`src/shared/sirc_consts.svh`:
```
// Constants for the serializer interrupt, mute and reset control block
`ifndef SIRC_CONSTS_SVH
`define SIRC_CONSTS_SVH
`define SIRC_ADDR_BLANK_CTRL 8'h04
`define SIRC_ADDR_INT_CTRL 8'hc6
`define SIRC_ADDR_INT_STATUS 8'hc7
`define SIRC_BIT_BLANK_SUPPRESS 1
`define SIRC_BIT_DOWNSTREAM 5
`define SIRC_BIT_GLOBAL 0
`define SIRC_BLANK_CTRL_RESET 8'h00
`define SIRC_INT_CTRL_RESET 8'h00
`define SIRC_STARTUP_US 1000
`define SIRC_CLK_MHZ 25
`define SIRC_PIXEL_IDLE 24'h000000
`define SIRC_MASK_BLANK_CTRL 8'h02
`define SIRC_MASK_INT_CTRL 8'h21
`define SIRC_STATUS_RSVD 8'h00
`define SIRC_UNMAPPED_READ 8'h00
`define SIRC_RDATA_RESET 8'h00
`endif

```
`src/shared/sirc_pkg.sv`:
```
// Types for the serializer interrupt, mute and reset control block
`default_nettype none
package sirc_pkg;
    typedef struct packed {
        logic wr;
        logic rd;
        logic [7:0] addr;
        logic [7:0] wdata;
    } sirc_reg_req_t;
    typedef struct packed {
        logic [23:0] rgb;
        logic active;
        logic hsync;
        logic vsync;
    } sirc_pixel_t;
    typedef enum logic [1:0] {
        SIRC_OFF,
        SIRC_STARTING,
        SIRC_READY
    } sirc_power_state_t;
endpackage
`default_nettype wire

```
`src/hdl/sirc_sync2.sv`:
```
// Two-flop synchroniser for one level from outside the clock domain
`default_nettype none
module sirc_sync2 (
    input wire logic mclk,
    input wire logic sys_rst,
    input wire logic async_in,
    output logic sync_out
);
    logic meta_reg;

    // Second flop is the only reader of the first
    always_ff @(posedge mclk) begin
        if (sys_rst) begin
            meta_reg <= 1'b0;
            sync_out <= 1'b0;
        end else begin
            meta_reg <= async_in;
            sync_out <= meta_reg;
        end
    end
endmodule
`default_nettype wire

```
`src/hdl/sirc_ctrl.sv`:
```
// Interrupt status, blanking suppression and power-enable startup control
`include "sirc_consts.svh"
`default_nettype none
// How it works
// - Downstream interrupt request sets status bit 5
// - Global status bit 0 when enabled source pending
// - By default pixels pass during blanking
// - Register 0x04 bit 1 suppresses blanking video
// - Registers usable 25000 clocks (1 ms) plus two sync clocks after enable
// - Control bit 5 enables downstream interrupt source
// - Control bit 0 gates the interrupt output
module sirc_ctrl #(
    parameter int STARTUP_CYCLES = (`SIRC_STARTUP_US * `SIRC_CLK_MHZ) - 1
) (
    input wire logic mclk,
    input wire logic sys_rst,
    input wire logic chip_power_enable,
    input wire logic downstream_irq,
    input wire sirc_pkg::sirc_reg_req_t reg_req,
    output logic [7:0] reg_rdata,
    output logic reg_ack,
    output logic reg_ready,
    input wire sirc_pkg::sirc_pixel_t pix_in,
    output sirc_pkg::sirc_pixel_t pix_out,
    output logic irq_out
);
    // Counter wide enough for the full startup count
    localparam int CW = $clog2(STARTUP_CYCLES + 1);

    // ************************************************************
    // Input synchronisation
    // ************************************************************
    // Synchronised copies of the two pins
    logic pwr_en_s;
    logic ds_irq_s;
    // Power enable pin, high means powered
    sirc_sync2 u_sync_pwr (
        .mclk(mclk),
        .sys_rst(sys_rst),
        .async_in(chip_power_enable),
        .sync_out(pwr_en_s)
    );
    // Downstream interrupt request level
    sirc_sync2 u_sync_irq (
        .mclk(mclk),
        .sys_rst(sys_rst),
        .async_in(downstream_irq),
        .sync_out(ds_irq_s)
    );

    // ************************************************************
    // Power enable and startup
    // ************************************************************
    // Power state and startup counter
    sirc_pkg::sirc_power_state_t pwr_state_reg;
    logic [CW-1:0] start_cnt_reg;

    // Low pin is hard reset; count startup after it rises
    always_ff @(posedge mclk) begin
        if (sys_rst) begin
            pwr_state_reg <= sirc_pkg::SIRC_OFF;
            start_cnt_reg <= '0;
        end else if (!pwr_en_s) begin
            pwr_state_reg <= sirc_pkg::SIRC_OFF;
            start_cnt_reg <= '0;
        end else begin
            case (pwr_state_reg)
                sirc_pkg::SIRC_OFF: begin
                    pwr_state_reg <= sirc_pkg::SIRC_STARTING;
                    start_cnt_reg <= '0;
                end
                sirc_pkg::SIRC_STARTING: begin
                    if (start_cnt_reg == CW'(STARTUP_CYCLES - 1)) begin
                        pwr_state_reg <= sirc_pkg::SIRC_READY;
                    end else begin
                        start_cnt_reg <= start_cnt_reg + 1'b1;
                    end
                end
                default: begin
                    pwr_state_reg <= sirc_pkg::SIRC_READY;
                end
            endcase
        end
    end

    // Startup done; bus and pixel path open
    logic ready;
    assign ready = (pwr_state_reg == sirc_pkg::SIRC_READY);
    assign reg_ready = ready;

    // ************************************************************
    // Registers
    // ************************************************************
    // Control, status and address decode
    logic [7:0] blank_ctrl_reg;
    logic [7:0] int_ctrl_reg;
    logic ds_status_reg;
    logic acc;
    logic sel_blank;
    logic sel_int;
    logic sel_status;
    logic global_status;
    logic [7:0] status_word;
    logic [7:0] rdata_next;

    // Requests count only once startup is over
    assign acc = ready && (reg_req.wr || reg_req.rd);

    // Address decode, one select per mapped register
    always_comb begin
        sel_blank = 1'b0;
        sel_int = 1'b0;
        sel_status = 1'b0;
        if (reg_req.addr == `SIRC_ADDR_BLANK_CTRL) begin
            sel_blank = 1'b1;
        end else if (reg_req.addr == `SIRC_ADDR_INT_CTRL) begin
            sel_int = 1'b1;
        end else if (reg_req.addr == `SIRC_ADDR_INT_STATUS) begin
            sel_status = 1'b1;
        end
    end

    // Writable control registers, cleared by hard reset
    always_ff @(posedge mclk) begin
        if (sys_rst || !ready) begin
            blank_ctrl_reg <= `SIRC_BLANK_CTRL_RESET;
            int_ctrl_reg <= `SIRC_INT_CTRL_RESET;
        end else if (reg_req.wr) begin
            if (sel_blank) begin
                blank_ctrl_reg <= reg_req.wdata & `SIRC_MASK_BLANK_CTRL;
            end else if (sel_int) begin
                int_ctrl_reg <= reg_req.wdata & `SIRC_MASK_INT_CTRL;
            end
        end
    end

    // Status bit mirrors the downstream request level
    always_ff @(posedge mclk) begin
        if (sys_rst || !ready) begin
            ds_status_reg <= 1'b0;
        end else begin
            ds_status_reg <= ds_irq_s;
        end
    end

    // Global flag: any enabled source pending
    // Only one source exists in this block
    assign global_status = ds_status_reg &&
        int_ctrl_reg[`SIRC_BIT_DOWNSTREAM];

    // Status word; reserved bits read as zero
    always_comb begin
        status_word = `SIRC_STATUS_RSVD;
        status_word[`SIRC_BIT_DOWNSTREAM] = ds_status_reg;
        status_word[`SIRC_BIT_GLOBAL] = global_status;
    end

    // Read mux; unmapped addresses read zero
    always_comb begin
        rdata_next = `SIRC_UNMAPPED_READ;
        if (sel_blank) begin
            rdata_next = blank_ctrl_reg;
        end else if (sel_int) begin
            rdata_next = int_ctrl_reg;
        end else if (sel_status) begin
            rdata_next = status_word;
        end
    end

    // Read data and acknowledge, one cycle after request
    always_ff @(posedge mclk) begin
        if (sys_rst) begin
            reg_rdata <= `SIRC_RDATA_RESET;
            reg_ack <= 1'b0;
        end else begin
            reg_ack <= acc;
            if (acc && reg_req.rd) begin
                reg_rdata <= rdata_next;
            end
        end
    end

    // ************************************************************
    // Interrupt output
    // ************************************************************
    // Registered so the pin sees no decode glitches
    // Low while the global enable is off
    always_ff @(posedge mclk) begin
        if (sys_rst) begin
            irq_out <= 1'b0;
        end else begin
            irq_out <= global_status && int_ctrl_reg[`SIRC_BIT_GLOBAL];
        end
    end

    // ************************************************************
    // Pixel path with blanking suppression
    // ************************************************************
    sirc_pkg::sirc_pixel_t pix_next;

    // A last pixel of 666666 running into blanking would mute
    // the far end; suppression blanks rgb, sync bits still pass
    always_comb begin
        pix_next = pix_in;
        if (!pix_in.active && blank_ctrl_reg[`SIRC_BIT_BLANK_SUPPRESS]) begin
            pix_next.rgb = `SIRC_PIXEL_IDLE;
        end
    end

    // One register stage; nothing leaves before startup ends
    always_ff @(posedge mclk) begin
        if (sys_rst || !ready) begin
            pix_out <= '0;
        end else begin
            pix_out <= pix_next;
        end
    end
endmodule
`default_nettype wire

```
`config.mk`:
```
export PLATFORM = sky130hd
export DESIGN_NAME = sirc_ctrl
export DESIGN_NICKNAME = d
export VERILOG_FILES = /design/src/shared/sirc_pkg.sv /design/src/hdl/sirc_sync2.sv /design/src/hdl/sirc_ctrl.sv
export VERILOG_INCLUDE_DIRS = /design/src /design/src/shared
export SDC_FILE = /design/constraint.sdc
export NUM_CORES = 1
export LEC_CHECK = 0
export BUFFER_PORTS_ARGS = -buffer_cell sky130_fd_sc_hd__clkbuf_2
export CORE_ASPECT_RATIO = 1.5
export CORE_UTILIZATION = 25
export DETAILED_ROUTE_END_ITERATION = 12
export PLACE_DENSITY = 0.49
export SYNTH_ARGS = -nofsm -noshare
export SYNTH_HDL_FRONTEND = slang
export SYNTH_HIERARCHICAL = 1
export SYNTH_SLANG_ARGS = --single-unit
```
`constraint.sdc`:
```
create_clock -name mclk -period 2.6 [get_ports mclk]
set_clock_uncertainty 0.15 [all_clocks]
set_input_delay 0.39 -clock mclk [delete_from_list [all_inputs] [get_ports mclk]]
set_output_delay 0.39 -clock mclk [all_outputs]
set_load 0.01 [all_outputs]
```
Yosys cells after proc, flatten, opt, wreduce, memory -nomap -nowiden
Index checks and enable logic that the tools add are counted.

storage, ports and cells
  register bits = 62
  bits of input ports = 49
  word-level logic and storage cells = 56

cells by class
  add/subtract/negate cells = 1
  equal/unequal tests = 8
  muxes and demuxes = 13
  bitwise logic cells = 2
  reduce and logical (&&, ||, !) cells = 16

operator list
  operator                                                               number
  15-bit case mux with 2 select lines                                    1
  6-bit 2-to-1 mux                                                       3
  8-bit equality test, second input constant                             2
  15-bit by 1-bit adder with 15-bit output, second input constant        1
  15-bit equality test, second input constant                            1
  15-bit 2-to-1 mux                                                      1
  8-bit by 3-bit equality test with 1-bit output, second input constant  1
  1-bit 2-to-1 mux                                                       6
  1-bit logical AND                                                      5
  2-bit inequality test, second input constant                           2
  2-bit case mux with 2 select lines                                     1
  2-bit AND reduction                                                    2
  2-bit OR reduction                                                     2
  3-bit AND reduction                                                    1
  2-bit by 1-bit equality test with 1-bit output, second input constant  1
  2-bit equality test, second input constant                             1
  1-bit zero test                                                        2
  2-bit zero test                                                        1
  1-bit logical OR                                                       2
  2-bit 2-to-1 mux                                                       1
  1-bit NOT                                                              2
  2-bit nonzero test                                                     1

Logic depth before layout (Yosys ltp)
Gate-level depths: netlist of run 1.

  depth in word-level cells = 7
  mapped depth = 7
  mapped depth without buffers = 6

By module
Netlist of run 1, hierarchy kept.

by module, submodules not included
  module      times used  cells each  area each (um^2)  sequential area each (um^2)
  sirc_ctrl   1           215         2112.0            1061.0
  sirc_sync2  2           4           52.6              40.0

Worst setup path before layout of run 1
OpenSTA, ideal clock, no wires.

  kind = reg-to-reg
  start point = register start_cnt_reg[0]
  end point = register start_cnt_reg[10]
  arrival time = 1.522 ns
  data required time = 2.377 ns
  setup slack = 0.854 ns
  cell stages (with the launch flop) = 7
  buffers on the path = 0
  path through = dfxtp_1 > inv_1 > ha_1 > and4b_1 > a41o_4 > or3_1 > a21oi_1

between the ends
  cells in the longest elaborated chain, start to end = 3
  elaborated cells on any way between the ends = 6
  classes of those cells = 1 x add/sub; 2 x eq/ne; 2 x mux; 1 x reduce/logical

ends and longest elaborated chain
  what                                                                                     line                              RTL
  start, declared                                                                          sirc_ctrl.sv:56                   logic [CW-1:0] start_cnt_reg;
  start signal, assigned                                                                   sirc_ctrl.sv:76                   start_cnt_reg <= start_cnt_reg + 1'b1;
  15-bit by 1-bit adder with 15-bit output / 15-bit equality test (equally long branches)  sirc_ctrl.sv:76, sirc_ctrl.sv:73
  15-bit 2-to-1 mux / 2-bit inequality test (equally long branches)                        --
  15-bit case mux with 2 select lines / 2-bit AND reduction (equally long branches)        --

Parallel ways exist; a longest one is shown, timed or not. The select of a mux whose other input is x is not followed.
A chain may end at the register's enable or synchronous reset.

Worst setup path after layout of run 1
  start point = register start_cnt_reg[0]
  end point = register start_cnt_reg[8]

The elaborated chain is that of the path after synthesis.

==> out/summary.md, run 1 <==
The run gives 5.06 mm as the wire length reported by the detailed router. The count of standard-cell rows was 41; the final weighted congestion in routability-driven placement was 0.777. Traced cell by cell, the critical path runs through inv_1, ha_1, and4b_1, a41o_4, or3_1, a21oi_1. Post-CTS setup repair buffer count: 0. During I/O placement, the number of pins put on the boundary was 87.

Global routing used 12.0% of the available tracks across all layers. The path depth of the worst reg2reg path came out at 6. On the worst path, the slowest cell contributes a delay of 0.40 ns. In the post-route analysis, the smallest setup slack over all paths is 0.688 ns.

The worst min-delay path category is input pin to flop. In this run the cell area of the synthesized design comes to 2220 sq um. Clock latency on the worst-skew pair, taken at its later pin, is 0.33 ns.

The most used flip-flop cell after synthesis is sky130_fd_sc_hd__dfxtp_1. The tools report the achievable frequency as 523 MHz. The multi-input combinational cells in the finished layout cover a total of 1010 sq um. For the worst setup path, the data required time is 2.71 ns. After clock tree synthesis, the flow added hold-fix buffers numbering 0. Setup violations remaining at the end of the flow were counted as 0.

Yosys attributes the largest share of cell area to sky130_fd_sc_hd__dfxtp_1, sky130_fd_sc_hd__and2_1, sky130_fd_sc_hd__or3_1, sky130_fd_sc_hd__a21oi_1, sky130_fd_sc_hd__mux2i_1. For this block, the initial DRC count from the detailed router was 74. The startpoint identified for the worst register-to-register timing path is start_cnt_reg[0]. Using the TritonRoute via totals, the vias-per-cell ratio works out to 4.43. The worst supply voltage drop on vdd was 0.398 mV; the overall die width was 78.9 um. The final-report hold violation count was 0; the starting density of the core was 26.0%. In this run the number of cells on the critical path is 6. The synthesized area per cell is 9.94 sq um.

In this run the most critical hold path is launched from pix_in[26]. After detailed placement, the total cell area comes to 2700 sq um. Top cell type by total area after synthesis: sky130_fd_sc_hd__dfxtp_1.

The run gives 2.02 ns as the data arrival time of the critical path. Clock tree synthesis inserted a total of 9 buffers. The number of nets in the layout was 357. 0 antenna diodes ended up in the layout. The logs give 0 for the number of antenna violations at the first check in global routing and 8.43 mm for the first-pass GRT wire length. The clock slew at the register clock pins of the worst setup and hold paths was 0.05 ns; the critical path buffer and inverter count was 1.

The gate family responsible for the most delay along the worst path is simple AND/OR/NAND/NOR gates. Including well taps, the total number of placed cells is 402. The netlist uses 41 different library cells. For this design the static power due to leakage is 1.28 nW. Prior to clock tree synthesis, the placed netlist has a worst setup slack of 0.694 ns. The floorplan step defined a die boundary enclosing 9260 sq um.

The tools report the total of fill cells in the finished design as 912. The worst setup path is launched from a flop. The number of global-route vias before repair was 1771. In this run the tool buffered the top-level ports with 76 buffer cells. For the via count, the log shows 1853. The number of H-tree levels is 3, and the number of detailed-routing iterations run before antenna repair is 4. The synthesized design contains 57 register bits.

The critical-path maximum fanout was 18; the number of remaining DRC errors was 0. The number of slew-limit violations in the final report was 0. The slowest cell on the critical path is sky130_fd_sc_hd__dfxtp_1. The largest net degree at the start of global routing is 25. The critical path startpoint was start_cnt_reg[0]. After synthesis, the share of flip-flops with an asynchronous set or reset is 0%. Worst hold path cell count: 2. After global routing the overflow that remains totals 0.

Setup repair after global routing left no endpoint under its margin. The die height was 117 um. In the layout the commonest cells are sky130_fd_sc_hd__clkbuf_2, sky130_fd_sc_hd__dfxtp_1, sky130_fd_sc_hd__and2_1. The tools report the gate count after technology mapping as 223.

For this run, the number of standard cells in the final layout without fillers is 418. The run gives 2 as the maximum number of buffers from clock root to sink. The slew of the pin with the lowest slew margin is 0.506 ns. TritonCTS built the clock tree. In this run, post-CTS repair resized a total of 0 instances. For this run, the register share of the synthesized area comes to 51.5%. Clock tree synthesis found a total of 57 sinks. Across the whole layout, storage elements account for 1140 sq um.

The HPWL after detailed placement is 3.80 mm. Cells fill 35.8% of the core in the end. In the final timing run, aggregate negative setup slack is 0 ns. The number of routed nets with antenna violations came out at 0. The worst slew margin relative to its limit was 66.2%; the area added between synthesis and finish was 37.4%. The tree is rooted in a sky130_fd_sc_hd__clkbuf_16. Of the available clock period, the critical path in the final layout requires 73.6%. Yosys printed 6 warnings. The flow ran to the end, and the final reports show no timing, DRC or antenna violations. Once layout is done, the placed cells without fillers occupy 3050 sq um. The wire length per cell after detailed routing was 12.1 um. The count of flip-flops with a built-in enable after synthesis was 0. The total power density per cell area works out to 750 nW/um^2.

The most common library cell in the layout ignoring fill and taps was sky130_fd_sc_hd__clkbuf_2. The synthesized design devotes to its leading area cell type 51.5% of total area. The kind of critical path was flop to flop. In the final layout, the share of cells above drive strength 1 is 33.8%. The floorplan step defined a core boundary enclosing 8520 sq um.

The worst path needs 1.91 ns of the cycle, external delays included. The worst setup path is captured at a flop. The flip-flop count of the largest register after layout works out to 27.

Max-cap violations in this run came to 0.
[cell usage after synthesis, types with 5 or more instances]
cell type	number
sky130_fd_sc_hd__dfxtp_1	57
sky130_fd_sc_hd__and2_1	28
sky130_fd_sc_hd__nand2_1	12
sky130_fd_sc_hd__nor2_1	12
sky130_fd_sc_hd__a21oi_1	11
sky130_fd_sc_hd__o21ai_0	10
sky130_fd_sc_hd__nand3_1	9
sky130_fd_sc_hd__or3_1	9
sky130_fd_sc_hd__nand4_1	8
sky130_fd_sc_hd__nor2b_1	8
sky130_fd_sc_hd__buf_4	6
sky130_fd_sc_hd__mux2i_1	5
[routing by layer]
layer	part of all wire, %	wire length, um	track usage (%)
met5	0	0	0
met4	2.7	138	6.48
met3	6.8	345	5.14
met2	48	2440	19.1
met1	42	2140	13.2
[worst reg2reg max path, cell delays in order (launching register included)]
cell and delay (ns):
sky130_fd_sc_hd__dfxtp_1 0.40, sky130_fd_sc_hd__inv_1 0.06, sky130_fd_sc_hd__ha_1 0.18, sky130_fd_sc_hd__and4b_1 0.22, sky130_fd_sc_hd__a41o_4 0.33, sky130_fd_sc_hd__or3_1 0.36, sky130_fd_sc_hd__a21oi_1 0.14
[through the flow]
stage / hold WS [ns] / power, mW
after global placement: 0.276 / 0.948
after global routing: 0.102 / 2.37
after CTS: 0.0963 / 2.32
after floorplan: 0.256 / 0.917
after detailed placement: 0.275 / 0.948
final: 0.113 / 2.28
[path summary, 6_finish.rpt]
kind	endpoint	slack [ns]
worst max register to register	start_cnt_reg[8]	0.69
worst min-delay path	pix_out[26]	0.11
worst min register to register	u_sync_irq/sync_out	0.29
worst max-delay path	start_cnt_reg[8]	0.69
[report_power, final]
group          leakage (nW)  internal [mW]  switching (mW)  total [mW]
Combinational         0.653         0.0294          0.0209      0.0502
Sequential            0.460          0.878         0.00159       0.880
Clock                 0.166          0.959           0.396        1.35
[layout make-up]
cell class | count | share of cell area (%)
Clock buffer | 11 | 7.97
Clock inverter | 5 | 3.37
Inverter | 4 | 0.493
Multi-Input combinational cell | 155 | 33.1
Sequential cell | 57 | 37.5
Tap cell | 107 | 4.40
Timing Repair Buffer | 79 | 13.2
[logic make-up after synthesis]
logic type | Yosys count | share of synthesized area, %
other | 1 | 0.169
buffers and inverters | 15 | 3.78
multiplexers | 6 | 2.77
adder cells (fa/ha/maj) | 2 | 1.13
flip-flops | 57 | 51.5
AO/OA/AOI/OAI | 32 | 10.1
AND/OR/NAND/NOR | 110 | 30.6
(Power assumes the default switching activity.)
==> inputs of run 2 (changes only) <==
- clock period: 2.6 -> 1.8 ns (I/O delays scaled with it)
==> run 2 against run 1 <==
Largest power group unchanged. Highest routed layer unchanged. Count of clock-buffer cells in the layout is 1 higher. Largest cell class unchanged. Wire length up 9.7%. Critical path depth stayed put.
==> out/summary.md, run 2 (synthesis results as in run 1) <==
The flow ran to the end, and the final reports show no timing, DRC or antenna violations. The tools report the TritonCTS buffer count as 9 (unchanged). The number of clock sinks is 57 (unchanged). The post-layout minimum cycle time was 1.76 ns (was 1.91 ns). For the static power due to leakage, the log shows 1.41 nW (was 1.28 nW). The total of fill cells in the finished design was 876 (was 912); the critical-path maximum fanout was 8 (was 18). The tools report the number of antenna violations at the first check in global routing as 0 (unchanged). The worst hold path cell count was 2 (unchanged); the total negative slack for setup checks was 0 ns (unchanged). The final clock period utilization by the worst path works out to 97.7% (was 73.6%). For the largest net degree at the start of global routing, the log shows 25 (unchanged).

Final count of negative-setup-slack endpoints: 0 (unchanged). The overall die width is 78.9 um (unchanged), and the number of nets in the layout is 389 (was 357). The minimum setup slack among reg-to-reg paths was 0.04 ns (was 0.69 ns); the number of H-tree levels was 3 (unchanged). The number of detailed-routing iterations run before antenna repair was 4 (unchanged). The number of routed nets with antenna violations was 0 (unchanged); the post-route total power was 3.06 mW (was 2.28 mW).

For the maximum number of buffers from clock root to sink, the log shows 2 (unchanged). The area of the die is 9260 sq um (unchanged). Critical path startpoint category: a flop (unchanged). Clock latency reported for the late side of the worst-skew pair: 0.32 ns (was 0.33 ns). The worst min-delay path category was input pin to flop (unchanged). For the final-report hold violation count, the log shows 0 (unchanged). The path depth of the worst reg2reg path was 6 (unchanged). The achievable frequency was 569 MHz (was 523 MHz); the data arrival time of the critical path was 1.86 ns (was 2.02 ns). Number of buffers added on ports: 76 (unchanged). The origin of the critical flop-to-flop path was start_cnt_reg[0] (unchanged). Reg-to-reg endpoint: start_cnt_reg[4] (was start_cnt_reg[8]).

The logs give 0 (unchanged) for the number of remaining DRC errors and 0 (unchanged) for the total of max-cap violations. The number of global-route vias before repair came out at 1960 (was 1771). Clock root buffer master: sky130_fd_sc_hd__clkbuf_16 (unchanged). The run gives 1.90 ns (was 2.71 ns) as the required time of the critical path.

The all-layer global routing usage was 12.7% (was 12.0%); the area added between synthesis and finish was 49.7% (was 37.4%). The end point of the worst hold path is u_sync_irq/meta_reg (was pix_out[26]). The die height works out to 117 um (unchanged). Nature of the critical path endpoint: a flop (unchanged). The HPWL after detailed placement is 4.03 mm (was 3.80 mm).

The via count is 1990 (was 1853). The run gives 63 (was 74) as the DRC marker count from the first detailed-route iteration. The wire length reported by the detailed router is 5.55 mm (was 5.06 mm).

The number of slew-limit violations in the final report came out at 0 (unchanged). The worst slew margin relative to its limit came out at 49.7% (was 66.2%). TritonCTS built the clock tree.

The number of antenna repair diodes came out at 0 (unchanged). The starting density of the core was 26.0% (unchanged); the wire length per cell after detailed routing was 12.4 um (was 12.1 um). The flip-flop count of the largest register after layout is 27 (unchanged). The run gives 41 (unchanged) as the count of standard-cell rows. The placeable core area came out at 8520 sq um (unchanged). Final weighted congestion in routability-driven placement: 0.770 (was 0.777). The hold path startpoint was downstream_irq (was pix_in[26]).

Setup repair after global routing could not meet its margin everywhere. The most common library cell in the layout ignoring fill and taps is sky130_fd_sc_hd__clkbuf_2 (unchanged). The clock slew at the register clock pins of the worst setup and hold paths works out to 0.05 ns (about the same). The detail-routed via count per cell was 4.43 (about the same); the number of top-level pins was 87 (unchanged). Fraction of layout cells with a size suffix above 1: 34.2% (was 33.8%). Commonest non-fill, non-tap cells in the layout: sky130_fd_sc_hd__clkbuf_2, sky130_fd_sc_hd__dfxtp_1, sky130_fd_sc_hd__and2_1 (unchanged).

The total power density per cell area was 921 nW/um^2 (was 750 nW/um^2); the slew of the pin with the lowest slew margin was 0.747 ns (was 0.506 ns). The tools report the worst supply voltage drop on vdd as 0.585 mV (was 0.398 mV). The first-pass GRT wire length was 8.91 mm (was 8.43 mm). Kind of critical path: flop to flop (unchanged). The global route total overflow is 0 (unchanged).
## run 2: worst max path at each step
stage                startpoint           endpoint  slack (ns)
6_report       start_cnt_reg[0]   start_cnt_reg[4]        0.04
2_1_floorplan  start_cnt_reg[0]  start_cnt_reg[10]        0.05
3_3_place_gp   start_cnt_reg[0]   start_cnt_reg[4]        0.04
3_5_place_dp   start_cnt_reg[0]   start_cnt_reg[8]      0.0006
5_1_grt        start_cnt_reg[0]  start_cnt_reg[10]       0.004
4_1_cts        start_cnt_reg[0]  start_cnt_reg[12]        0.04
## run 2: through the flow
stage	hold WS (ns)	utilization (%)	worst slack [ns]	std cells	cell area, sq um
2_1_floorplan	0.189	-	0.0543	227	2230
3_3_place_gp	0.278	32.2	0.0366	408	2750
3_5_place_dp	0.275	32.2	0.000576	408	2750
4_1_cts	0.0112	38.5	0.0363	447	3280
5_1_grt	0.0171	39.0	0.00379	449	3320
6_report	0.0175	39.0	0.0418	449	3320
## run 2: metal layers
metal | vias to the layer above | global-route usage [%] | wire (um)
li1 | 1002 | - | -
met1 | 913 | 12.6 | 2130
met2 | 66 | 22.3 | 2940
met3 | 9 | 4.67 | 373
met4 | 0 | 6.82 | 104
met5 | - | 0 | 0
## run 2: layout make-up
cell class / count / area [sq um] / area share [%]
flip-flops and latches: 57 / 1140 / 34.4
clock inverters: 3 / 40.0 / 1.21
clock buffers: 12 / 256 / 7.73
repair buffers: 111 / 711 / 21.4
well taps: 107 / 134 / 4.03
multi-input cells: 155 / 1020 / 30.7
inverters: 4 / 15.0 / 0.452
## run 2: power by group
| part | internal [mW] | total (mW) | switching [mW] |
|---|---|---|---|
| Clock | 1.13 | 1.67 | 0.538 |
| Combinational | 0.0776 | 0.117 | 0.0394 |
| Sequential | 1.27 | 1.27 | 0.00174 |
| Total | 2.48 | 3.06 | 0.580 |
## run 2: timing repair
action,CTS,global route
pin swaps,1,7
endpoints found under the hold margin,24,0
hold buffers,24,0
endpoints found under the setup margin,1,7
gates resized for setup,0,9
buffers inserted,0,2
## run 2: worst max-delay path: stages (launching register included)
cell and delay, ns:
sky130_fd_sc_hd__dfxtp_2 0.32, sky130_fd_sc_hd__inv_1 0.04, sky130_fd_sc_hd__ha_1 0.18, sky130_fd_sc_hd__and4b_2 0.23, sky130_fd_sc_hd__a41o_4 0.29, sky130_fd_sc_hd__or3_1 0.34
sky130_fd_sc_hd__a21oi_1 0.13
==> inputs of run 3 (changes only) <==
- CORE_UTILIZATION: 25 -> 48
- PLACE_DENSITY: 0.49 -> 0.81
- SLEW_MARGIN: not set -> 40
==> run 3 against run 2 <==
First-iteration DRC count shrank 40%. Count of clock-buffer cells in the layout rose by 1. Non-clock buffer count fell by 3. Die area is 47% lower. Clock power down 24%. Final cell count decreased by 14%. Sequential share of layout area up 1.8 points. Register-to-register slack worse by 0.03 ns. Sequential power about the same.
==> out/summary.md, run 3 (synthesis results as in run 1) <==
Path depth of the worst reg2reg path: 6 (unchanged). The run gives 4900 sq um (was 9260 sq um) as the area of the die. The tools report the hold path startpoint as pix_in[23] (was downstream_irq). The run gives 387 (was 389) as the number of nets in the layout. Global route total overflow: 0 (unchanged). The tools report the clock root buffer master as sky130_fd_sc_hd__clkbuf_8 (was sky130_fd_sc_hd__clkbuf_16). The DRC marker count from the first detailed-route iteration is 38 (was 63), and the area added between synthesis and finish is 42.7% (was 49.7%).

The worst hold path cell count is 2 (unchanged), and the final weighted congestion in routability-driven placement is 0.834 (was 0.770). Achievable frequency: 559 MHz (was 569 MHz). The tools report the HPWL after detailed placement as 3.53 mm (was 4.03 mm). The final count of negative-setup-slack endpoints is 0 (unchanged), and the count of standard-cell rows is 29 (was 41).

The slew of the pin with the lowest slew margin is 1.02 ns (was 0.747 ns). The tools report the number of H-tree levels as 3 (unchanged). The slowest cell on the critical path is sky130_fd_sc_hd__or3_1 (unchanged). The final-report hold violation count was 0 (unchanged); the fraction of layout cells with a size suffix above 1 was 36.2% (was 34.2%).

Worst min-delay path category: input pin to flop (unchanged). The number of clock sinks is 57 (unchanged), and the starting density of the core is 51.3% (was 26.0%). The post-layout minimum cycle time was 1.79 ns (was 1.76 ns); the worst supply voltage drop on vdd was 0.672 mV (was 0.585 mV).

The via count was 2088 (was 1990). The capture point of the worst path is start_cnt_reg[4] (unchanged). The number of routed nets with antenna violations was 0 (unchanged). The critical-path maximum fanout is 7 (was 8). TritonCTS built the clock tree. The minimum setup slack among reg-to-reg paths is 0.01 ns (was 0.04 ns), and the number of slew-limit violations in the final report is 0 (unchanged). Cell-by-cell trace of the critical path: inv_1, ha_2, and4b_2, a41o_4, or3_1, a21oi_1 (was inv_1, ha_1, and4b_2, a41o_4, or3_1, a21oi_1). The run gives 0 (unchanged) as the number of antenna violations at the first check in global routing. The clock latency reported for the late side of the worst-skew pair came out at 0.33 ns (was 0.32 ns).

The required time of the critical path was 1.91 ns (was 1.90 ns); the detail-routed via count per cell was 5.41 (was 4.43). The overall die width is 57.5 um (was 78.9 um). The run gives 0 (unchanged) as the total of max-cap violations. The nature of the critical path endpoint is a flop (unchanged). The clock slew at the register clock pins of the worst setup and hold paths works out to 0.06 ns (was 0.05 ns). The number of detailed-routing iterations run before antenna repair came out at 4 (unchanged). The logs give 2 (unchanged) for the maximum number of buffers from clock root to sink and 1.90 ns (was 1.86 ns) for the data arrival time of the critical path.

The largest net degree at the start of global routing is 25 (unchanged), and the TritonCTS buffer count is 9 (unchanged). The run finished with clean final reports. Total power density per cell area: 840 nW/um^2 (was 921 nW/um^2).

The run gives 25.2% (was 12.7%) as the all-layer global routing usage. Commonest non-fill, non-tap cells in the layout: sky130_fd_sc_hd__clkbuf_2, sky130_fd_sc_hd__dfxtp_1, sky130_fd_sc_hd__and2_1 (unchanged). The placeable core area came out at 4320 sq um (was 8520 sq um). For the number of antenna repair diodes, the log shows 0 (unchanged). Most common library cell in the layout ignoring fill and taps: sky130_fd_sc_hd__clkbuf_2 (unchanged). The delay of the slowest cell on the worst path is 0.35 ns (was 0.34 ns).

The tools report the critical path startpoint category as a flop (unchanged). The tools report the post-route core utilization as 73.3% (was 39.0%). The final clock period utilization by the worst path was 99.4% (was 97.7%). The number of top-level pins was 87 (unchanged). Critical path startpoint: start_cnt_reg[0] (unchanged). The static power due to leakage was 1.37 nW (was 1.41 nW). The gate family responsible for the most delay along the worst path was simple AND/OR/NAND/NOR gates (unchanged). The wire length reported by the detailed router came out at 5.69 mm (was 5.55 mm). The critical path buffer and inverter count was 1 (unchanged). The wire length per cell after detailed routing came out at 14.7 um (was 12.4 um).

The critical path depth is 6 (unchanged), and the flip-flop count of the largest register after layout is 27 (unchanged). Worst slew margin relative to its limit: 31.6% (was 49.7%). The origin of the critical flop-to-flop path is start_cnt_reg[0] (unchanged).

The first-pass GRT wire length came out at 9.24 mm (was 8.91 mm). Die height: 85.2 um (was 117 um). The number of remaining DRC errors came out at 0 (unchanged). The kind of critical path was flop to flop (unchanged). The reg-to-reg endpoint is start_cnt_reg[4] (unchanged). The post-route total power is 2.66 mW (was 3.06 mW), and the number of buffers added on ports is 76 (unchanged). The tools report the number of global-route vias before repair as 2084 (was 1960).
run 3: worst reg2reg max path, cell delays in order (launching register included):
cell and delay [ns]:
sky130_fd_sc_hd__dfxtp_2 0.32, sky130_fd_sc_hd__inv_1 0.04, sky130_fd_sc_hd__ha_2 0.17, sky130_fd_sc_hd__and4b_2 0.25
sky130_fd_sc_hd__a41o_4 0.29, sky130_fd_sc_hd__or3_1 0.35, sky130_fd_sc_hd__a21oi_1 0.14
run 3: metrics by stage:
stage                     instances  instance area (sq um)  setup slack (ns)  TNS (ns)  hold WS (ns)
final                           386                   3160            0.0115         0        0.0115
after detailed placement        346                   2660           0.00452         0         0.273
after floorplan                 227                   2230            0.0543         0         0.189
after global placement          346                   2660            0.0658         0         0.270
after global routing            386                   3160           -0.0363   -0.0414       0.00520
after CTS                       385                   3120            0.0212         0      0.000929
run 3: timing repair:
| action | in CTS | in global routing |
|---|---|---|
| resized for setup | 0 | 13 |
| buffers inserted | 0 | 0 |
| hold endpoints to repair | 24 | 0 |
| pin swaps | 1 | 7 |
| setup endpoints to repair | 1 | 7 |
| cloned | 0 | 1 |
| hold buffers | 24 | 0 |
run 3: final cells by class:
type / instances / area (sq um)
fillers: 287 / 1150
flip-flops and latches: 57 / 1140
multi-input cells: 156 / 1050
repair buffers: 108 / 681
clock buffers: 13 / 179
well taps: 46 / 57.6
clock inverters: 2 / 35.0
inverters: 4 / 15.0
run 3: worst min-delay path by stage:
stage	slack (ns)	endpoint
after global placement	0.27	u_sync_irq/sync_out
after global routing	0.005	reg_ack
final	0.01	pix_out[23]
after floorplan	0.19	reg_rdata[0]
after CTS	0.0009	pix_out[23]
after detailed placement	0.27	ds_status_reg
run 3: power by group:
part / leakage [nW] / switching (mW) / internal [mW]
Clock: 0.112 / 0.489 / 0.780
Sequential: 0.461 / 0.00248 / 1.27
Combinational: 0.794 / 0.0421 / 0.0771
Total: 1.37 / 0.534 / 2.12
run 3: per-layer routing:
metal	GRT usage, %	vias up	part of all wire (%)
li1	-	1001	-
met1	26.2	992	39
met2	42.5	83	51
met3	10.7	12	8.3
met4	12.6	0	1.7
met5	0	-	0
